===== config.mk =====
export PLATFORM = sky130hd
export DESIGN_NAME = brs_rail_switch
export DESIGN_NICKNAME = d
export VERILOG_FILES = /design/src/rtl/brs_chan.v /design/src/rtl/brs_rail_switch.v
export VERILOG_INCLUDE_DIRS = /design/src /design/src/pkg
export SDC_FILE = /design/constraint.sdc
export NUM_CORES = 1
export LEC_CHECK = 0
export BUFFER_PORTS_ARGS = -buffer_cell sky130_fd_sc_hd__buf_2
export CAP_MARGIN = 15
export CORE_MARGIN = 5
export CORE_UTILIZATION = 55
export DETAILED_ROUTE_END_ITERATION = 16
export GPL_TIMING_DRIVEN = 0
export PLACE_DENSITY = 0.72
export SLEW_MARGIN = 40
export SYNTH_ARGS = -nofsm -noshare
export SYNTH_HDL_FRONTEND = slang
export SYNTH_SLANG_ARGS = --single-unit

===== constraint.sdc =====
create_clock -name clk -period 21 [get_ports clk]
set_input_delay 4.2 -clock clk [delete_from_list [all_inputs] [get_ports clk]]
set_output_delay 4.2 -clock clk [all_outputs]
set_load 0.01 [all_outputs]

===== src/pkg/brs_consts.vh =====
`ifndef BRS_CONSTS_VH
`define BRS_CONSTS_VH
// register addresses (plain port, 4-bit address)
`define BRS_ADDR_RELAY_CTRL 4'h0
`define BRS_ADDR_HI_TH 4'h1
`define BRS_ADDR_LO_TH 4'h2
`define BRS_ADDR_LPF_COEF 4'h3
`define BRS_ADDR_VTR_A 4'h4
`define BRS_ADDR_VTR_B 4'h5
// relay control fields
`define BRS_RC_AUTO 0
`define BRS_RC_MAN_A 1
`define BRS_RC_MAN_B 2
`define BRS_RC_THIRD 3
`define BRS_RC_IND_A 4
`define BRS_RC_IND_B 5
`define BRS_RC_RING_OUT 6
// field positions
`define BRS_TH_MSB 14
`define BRS_TH_LSB 7
`define BRS_COEF_MSB 15
`define BRS_COEF_LSB 3
// reset values
`define BRS_RC_RESET 8'h01
`define BRS_HI_TH_RESET 16'h0000
`define BRS_LO_TH_RESET 16'h0000
`define BRS_COEF_RESET 16'h0A10
`endif


===== src/rtl/brs_chan.v =====
`timescale 1ns/1ps
`default_nettype none
`include "brs_consts.vh"
// one channel: low-pass filter plus hysteretic rail decision
module brs_chan (
  input wire clk,
  input wire rst,
  input wire sample_valid,
  input wire [15:0] vtr_mag,
  input wire [15:0] coef,
  input wire [15:0] hi_th,
  input wire [15:0] lo_th,
  input wire auto_en,
  input wire manual_sel,
  input wire offhook,
  input wire ringing,
  output reg rail_high_reg,
  output wire [15:0] filt_out
);
  reg [15:0] filt_reg;
  wire [12:0] k;
  wire signed [17:0] diff;
  wire signed [31:0] prod;
  wire signed [17:0] step;
  wire [15:0] filt_next;
  wire [7:0] filt_step;
  reg offhook_d_reg;
  reg rail_high_next;

  // coefficient in 15:3, 4000h (k=2048) means unfiltered, 0 blocks all
  assign k = coef[`BRS_COEF_MSB:`BRS_COEF_LSB];
  assign diff = $signed({2'b00, vtr_mag}) - $signed({2'b00, filt_reg});
  assign prod = diff * $signed({1'b0, k});
  assign step = prod[28:11];
  assign filt_next = (k >= 13'h0800) ? vtr_mag : filt_reg + step[15:0];
  assign filt_out = filt_reg;
  // thresholds compare in 628 mV steps (bits 14:7)
  assign filt_step = filt_reg[`BRS_TH_MSB:`BRS_TH_LSB];

  // filter runs continuously on every sample
  always @(posedge clk or posedge rst) begin
    if (rst) begin
      filt_reg <= 16'h0000;
      offhook_d_reg <= 1'b0;
    end else begin
      if (sample_valid) begin
        filt_reg <= filt_next;
      end
      offhook_d_reg <= offhook;
    end
  end

  always @* begin
    rail_high_next = rail_high_reg;
    if (!auto_en) begin
      rail_high_next = manual_sel;
    end else if (!offhook || ringing) begin
      rail_high_next = 1'b1; // on-hook or ringing sits on the high rail
    end else if (rail_high_reg && filt_step < lo_th[`BRS_TH_MSB:`BRS_TH_LSB]) begin
      rail_high_next = 1'b0; // enough overhead, drop to low rail
    end else if (!rail_high_reg && filt_step > hi_th[`BRS_TH_MSB:`BRS_TH_LSB]) begin
      rail_high_next = 1'b1; // hysteresis band holds state in between
    end
  end

  // high level selects the high rail, low the low rail
  always @(posedge clk or posedge rst) begin
    if (rst) begin
      rail_high_reg <= 1'b1;
    end else begin
      rail_high_reg <= rail_high_next;
    end
  end
endmodule // brs_chan
`default_nettype wire


===== src/rtl/brs_rail_switch.v =====
// Operation
// rail select low means low rail, high means high rail
// both channels' rail select governed by relay control bits
// auto mode drops to low rail when off-hook voltage allows
// monitor tip-ring voltage continuously, pick lowest sufficient rail
// ringing variant: high rail on-hook, low rail after off-hook
// low to high rail on off-hook to on-hook using high threshold; code goes high on on-hook without the threshold
// high to low rail on going off-hook using low threshold
// high to low rail during active off-hook when overhead allows
// host computes coefficient as 2*pi*f*4096/800
// coefficient in bits 15:3; zero blocks, 4000h passes unfiltered
// host should program about 10 Hz, coefficient 0A10h
// high threshold in bits 14:7, 628 mV per step
// low threshold in bits 14:7, 628 mV per step
// third rail bit set drives ringing rail output with cadence
// ringing rail output asserted while ringing is active
// host should keep automatic switching enabled on ringing variant
// per-channel filtered voltage and rail state with hysteresis
// indicator bit reads back selected rail, no read side effect
`timescale 1ns/1ps
`default_nettype none
`include "brs_consts.vh"
module brs_rail_switch (
  input wire clk,
  input wire rst,
  input wire [3:0] addr,
  input wire [15:0] wdata,
  input wire wr,
  input wire rd,
  output reg [15:0] rdata,
  input wire sample_valid,
  input wire [15:0] vtr_mag_a,
  input wire [15:0] vtr_mag_b,
  input wire offhook_a,
  input wire offhook_b,
  input wire ringing_a,
  input wire ringing_b,
  input wire ring_cadence_on,
  output wire rail_select_ch_a,
  output wire rail_select_ch_b,
  output reg ringing_rail_output
);
  ////////////////////////////////////////////////////////////////////////
  reg [7:0] relay_control_reg;
  reg [15:0] high_rail_threshold_reg;
  reg [15:0] low_rail_threshold_reg;
  reg [15:0] rail_filter_coefficient_reg;
  wire [15:0] filt_a;
  wire [15:0] filt_b;
  wire sel_a;
  wire sel_b;
  reg [15:0] rdata_next;

  function hit;
    input [3:0] a;
    input [3:0] target;
    begin
      hit = (a == target);
    end
  endfunction

  // writable bits only; indicator bits are live state, not stored
  always @(posedge clk or posedge rst) begin
    if (rst) begin
      relay_control_reg <= `BRS_RC_RESET;
      high_rail_threshold_reg <= `BRS_HI_TH_RESET;
      low_rail_threshold_reg <= `BRS_LO_TH_RESET;
      rail_filter_coefficient_reg <= `BRS_COEF_RESET;
    end else if (wr) begin
      if (hit(addr, `BRS_ADDR_RELAY_CTRL)) begin
        relay_control_reg <= {4'h0, wdata[3:0]};
      end
      if (hit(addr, `BRS_ADDR_HI_TH)) begin
        high_rail_threshold_reg <= wdata;
      end
      if (hit(addr, `BRS_ADDR_LO_TH)) begin
        low_rail_threshold_reg <= wdata;
      end
      if (hit(addr, `BRS_ADDR_LPF_COEF)) begin
        rail_filter_coefficient_reg <= {wdata[15:3], 3'b000};
      end
    end
  end

  ////////////////////////////////////////////////////////////////////////
  always @* begin
    rdata_next = 16'h0000;
    if (hit(addr, `BRS_ADDR_RELAY_CTRL)) begin
      // indicators reflect the rail actually driven, reads change nothing
      rdata_next = {9'h000, ringing_rail_output, sel_b, sel_a, relay_control_reg[3:0]};
    end else if (hit(addr, `BRS_ADDR_HI_TH)) begin
      rdata_next = high_rail_threshold_reg;
    end else if (hit(addr, `BRS_ADDR_LO_TH)) begin
      rdata_next = low_rail_threshold_reg;
    end else if (hit(addr, `BRS_ADDR_LPF_COEF)) begin
      rdata_next = rail_filter_coefficient_reg;
    end else if (hit(addr, `BRS_ADDR_VTR_A)) begin
      rdata_next = filt_a;
    end else if (hit(addr, `BRS_ADDR_VTR_B)) begin
      rdata_next = filt_b;
    end
  end

  // read data valid only the cycle after the strobe, zero otherwise
  always @(posedge clk or posedge rst) begin
    if (rst) begin
      rdata <= 16'h0000;
    end else if (rd) begin
      rdata <= rdata_next;
    end else begin
      rdata <= 16'h0000;
    end
  end

  ////////////////////////////////////////////////////////////////////////
  brs_chan u_chan_a (
    .clk(clk),
    .rst(rst),
    .sample_valid(sample_valid),
    .vtr_mag(vtr_mag_a),
    .coef(rail_filter_coefficient_reg),
    .hi_th(high_rail_threshold_reg),
    .lo_th(low_rail_threshold_reg),
    .auto_en(relay_control_reg[`BRS_RC_AUTO]),
    .manual_sel(relay_control_reg[`BRS_RC_MAN_A]),
    .offhook(offhook_a),
    .ringing(ringing_a),
    .rail_high_reg(sel_a),
    .filt_out(filt_a)
  );

  brs_chan u_chan_b (
    .clk(clk),
    .rst(rst),
    .sample_valid(sample_valid),
    .vtr_mag(vtr_mag_b),
    .coef(rail_filter_coefficient_reg),
    .hi_th(high_rail_threshold_reg),
    .lo_th(low_rail_threshold_reg),
    .auto_en(relay_control_reg[`BRS_RC_AUTO]),
    .manual_sel(relay_control_reg[`BRS_RC_MAN_B]),
    .offhook(offhook_b),
    .ringing(ringing_b),
    .rail_high_reg(sel_b),
    .filt_out(filt_b)
  );

  assign rail_select_ch_a = sel_a;
  assign rail_select_ch_b = sel_b;

  // third rail only switched when present; follows live cadence
  always @(posedge clk or posedge rst) begin
    if (rst) begin
      ringing_rail_output <= 1'b0;
    end else begin
      ringing_rail_output <= relay_control_reg[`BRS_RC_THIRD] & ring_cadence_on
        & (ringing_a | ringing_b);
    end
  end
endmodule // brs_rail_switch
`default_nettype wire

; Yosys cells after proc, flatten, opt, wreduce, memory -nomap -nowiden
; Cells that the tools add are included.
[totals]
n_memories = 0
input_bits = 62
ram_bits = 0
ff_bits = 100
output_inout_bits = 19
latchBits = 0
rom_bits = 0
[classes]
mux = 17
div = 0
order_cmp = 5
reduce_logical = 15
n_shift = 0
n_mul = 2
n_addsub = 4
n_eq_ne = 7
bitwise_logic = 3
[op_table]
columns = cell, count
row1 = $mux W16, 9
row2 = $mul A17 B14 Y27, 2
row3 = $sub A16 B16 Y17, 2
row4 = $add A16 B16 Y16, 2
row5 = $gt A8 B8 Y1, 2
row6 = $lt A8 B8 Y1, 2
row7 = $ge A13 B12 Y1 const B, 1
row8 = $eq A4 B2 Y1 const B, 2
row9 = $eq A4 B3 Y1 const B, 2
row10 = $mux W1, 8
row11 = $ne A4 B1 Y1 const B, 2
row12 = $reduce_and A2 Y1, 4
row13 = $eq A4 B1 Y1 const B, 1
row14 = $logic_and A1 B1 Y1, 4
row15 = $logic_not A1 Y1, 4
row16 = $logic_not A4 Y1, 1
row17 = $and A1 B1 Y1, 2
row18 = $logic_or A1 B1 Y1, 2
row19 = $or A1 B1 Y1, 1

; Depth between registers and ports, before layout
[logic_depth]
depth_word = 8
mapped_depth = 46
depth_no_buf = 45

; Hierarchy
; Synthesis repeated with hierarchy kept, for this count alone.
[unflattened]
hier_cells = 2547
area_unflattened_um2 = 22743.1
[by_module_without_submodules]
columns = module, n_inst, cells_each, seq_area_each_um2, area_each_um2
row1 = brs_chan at u_chan_b, 1, 1168, 426.7, 9885.7
row2 = brs_chan at u_chan_a, 1, 1143, 426.7, 9763.1
row3 = brs_rail_switch, 1, 236, 1656.6, 3094.2

; Worst setup path after synthesis
; OpenSTA, ideal clock, no wires.
[synth_path]
path_kind = input port to flip-flop
start = input port vtr_mag_b[1]
end = register u_chan_b.filt_reg[15] (netlist: u_chan_b.filt_out[15])
n_path_buf = 1
stages = 42
setup_ns = 0.086
arrival_time_ns = 12.590
setup_slack_ns = 8.324
t_required_ns = 20.914
cell_sequence = ha_1 nor2b_1 o21ai_1 a21boi_0 o21ai_1 a21boi_0 o21ai_0 a21oi_1 o21a_1 xor2_1 buf_2 and2_1 fa_1 inv_1 fa_1 inv_1 fa_1 fa_1 (+6 left out) nor2b_1 o21ai_0 nand2b_1 a41oi_4 and2b_1 nand2_1 nand2b_1 a21oi_1 xnor2_1 ha_1 nand2_1 o31a_1 o31ai_2 a21o_1 a21oi_1 xnor2_1 xnor3_1 o221ai_2
[synth_between]
elab_chain_len = 4
[synth_lines]
columns = element, line
row1 = "start, declared", brs_rail_switch.v:33  ; input wire [15:0] vtr_mag_b,
row2 = $sub A16 B16 Y17, brs_chan.v:32  ; assign diff = $signed({2'b00, vtr_mag}) - $signed({2'b00, filt_reg});
row3 = $mul A17 B14 Y27, brs_chan.v:33  ; assign prod = diff * $signed({1'b0, k});
row4 = $add A16 B16 Y16, brs_chan.v:35  ; assign filt_next = (k >= 13'h0800) ? vtr_mag : filt_reg + step[15:0];
row5 = $mux W16, brs_chan.v:35
row6 = "end signal, assigned", brs_chan.v:47  ; filt_reg <= filt_next;
row7 = "end, declared", brs_chan.v:20  ; reg [15:0] filt_reg;
; Every way passes these cells.
; A chain may end at the register's enable or synchronous reset.

; Final worst setup path
; Same ends and word-level chain as after synthesis.

==> metrics <==
Post-Layout Cell Count=3,213; DR WL met2=31.39 mm; Ant. Diodes=0; first-pass GRT wire length=106.9 mm; routed len/inst=21.01 µm; # setup viols final=0; slowest stage cell, crit path=xnor2_1; setup TNS=0 ns; die width=213.8 µm; initial detailed-routing violation count=1,405; dpl cells=3,196; synthesized flop and latch total=100; Worst Hold Class=reg2reg; dominant synthesized flop cell=dfrtp_1; status=finished clean; EDFF count, synth=0; TritonCTS Buffers=9; Final Worst Setup Slack=6.846 ns; CTS root buf=clkbuf_16; area leader, netlist=fa_1; synth warn=0; num rows=74; Via density=5.701; # IOs=81; Distinct cells, synth=78; hpwl dp=56.24 mm; period utilisation layout=0.6740; Area after DPL=23,940 µm²; most common cell in the netlist=inv_1; MaxCap Viol Count=0; fmax=0.07065 GHz; Crit path largest cell delay=0.57 ns; syn_nets=3,254; top cells by count, synth=516 x inv_1, 378 x fa_1, 321 x nand2_1, 228 x ha_1, 163 x and2_1; Cells after Synth=2,586; H-tree depth=3; met1 wire length=27.70 mm; core area=40,920 µm²; Final GP Congestion=0.9573; final hold vios=0; Pre-antenna DRT Iters=6; Skew-Pair Late Insertion Delay=0.35 ns; syn_area_per_cell=8.835 µm²; Initial Util=0.5583; worst-path fanout max=10; Sink Count=100; minimum clock period=14.15 ns; uppermost layer routed=met4; Required @ worst endpoint=21.27 ns; post-place setup slack=6.707 ns; Final Cell Area=24,240 µm²; PortBufs=77; relative slew slack=0.3761; Final Skew=0.01025 ns; layout cells sized above 1=0.07050; height of the die=213.8 µm; top cells by area, synth=fa_1 33%, ha_1 12%, dfrtp_1 10%; PostCTS Resize Cnt=0; WL met3=4.947 mm; Max clock buf depth=2; Setup Buffers After CTS=0; Fillers=3,688; Critical Path Start Type=primary input; GRT Total Usage=0.3031; Routed WL=67.49 mm; Layout area overhead=6.079%; CTS tree=yes; die area=45,720 µm²; largest net degree at the start of global routing=57; setup slack, reg-to-reg=10.21 ns; synthesized area=22,850 µm²; Crit. End Element=flop; routed via count=18.32k; unrepaired setup endpoints after global routing=false; Reg clk slew, reported paths=0.07 ns; DR DRC count=0; slew of the pin with the lowest slew margin=0.9359 ns; WS Path Type=in2reg; crit path DAT=14.42 ns; asr flop ratio synth=1.000; Pins Over Slew Limit=0; vias in the first global route=19.47k; grt total ovfl=0; DRT antenna net count=0; hold buffer count at cts=0; most used cell, CP=fa_1; Synth top area share=0.3312; register area share after synthesis=0.1099; initial antenna violation count=1; Layout Nets=3,344
## area by class of cell
cell class              count  area [µm²]  share of cell area
inverters                 516        1944             0.08022
multi-input cells        1856       17960              0.7411
repair buffers             79       424.2             0.01750
flip-flops and latches    100        2510              0.1036
clock inverters             6       47.55            0.001962
well taps                 532       665.6             0.02746
clock buffers              10       229.0            0.009447
plain buffers             114       454.2             0.01874
## worst max-delay path, delay by kind of cell
kind	cells	cell delay (ns)
fa+ha+maj	9	4.05
buf+inv	5	0.83
xor+xnor	4	1.27
compound gates	14	2.87
simple gates	9	1.17
## cells in the final DEF, fill, tap and decap left out, types with 4 or more instances in the layout
cell type / synthesis / routed
a21oi_1: 65 / 65
buf_1: 7 / 5
dfrtp_1: 94 / 94
clkbuf_2: 0 / 8
nor3_1: 24 / 23
mux2i_1: 24 / 24
a211oi_1: 9 / 9
a31oi_1: 16 / 16
a21o_1: 33 / 33
nand3_1: 22 / 22
clkbuf_16: 0 / 9
o211ai_1: 10 / 10
mux2_2: 48 / 48
ha_1: 228 / 228
and2_1: 163 / 163
and3_1: 14 / 14
xnor2_1: 73 / 73
nand2b_1: 43 / 43
nand2_1: 321 / 321
clkbuf_1: 101 / 96
dfstp_2: 6 / 6
xor2_1: 24 / 24
fa_1: 378 / 378
o21ai_0: 82 / 82
o21ai_1: 9 / 9
nor2b_1: 53 / 53
or3_1: 10 / 10
o21a_1: 23 / 23
inv_1: 516 / 515
a21boi_0: 4 / 4
o21bai_1: 4 / 4
buf_2: 4 / 81
o221a_2: 5 / 5
a22oi_1: 4 / 4
o31ai_1: 4 / 4
o22a_1: 7 / 7
nor2_1: 91 / 91
## through the flow
stage          utilization  hold WS, ns
2_1_floorplan            -       0.4800
3_3_place_gp        0.5840       0.4887
3_5_place_dp        0.5850       0.4938
4_1_cts             0.5918       0.5101
5_1_grt             0.5922       0.5330
6_report            0.5922       0.5079
## cell families after synthesis
family | synth area share
buffers and inverters | 0.1042
adders and majority gates | 0.4561
AOI/OAI and AO/OA | 0.09348
DFF | 0.1099
muxes | 0.03417
and+or+nand+nor | 0.1631
xor gates and xnor gates | 0.03915
## path summary, 6_finish.rpt
path                                            from                              end  cells after the start
setup / recovery                        vtr_mag_b[1]            u_chan_b.filt_out[15]                     41
hold reg to reg            low_rail_threshold_reg[1]        low_rail_threshold_reg[1]                      1
setup reg to reg                u_chan_b.filt_out[1]            u_chan_b.filt_out[15]                     41
min in group asynchronous                        rst             relay_control_reg[2]                      2
max in group asynchronous                        rst  rail_filter_coefficient_reg[11]                      3
hold / removal             low_rail_threshold_reg[1]        low_rail_threshold_reg[1]                      1
## routing by layer
layer,vias to the layer above,global-route usage
met1,9130,0.4116
met5,-,0
li1,8195,-
met4,0,0.1314
met3,179,0.03643
met2,814,0.4948
Power is left out: the tool's default activity adds up to more than one toggle a clock period on the data nets, which glitch-free logic cannot reach.
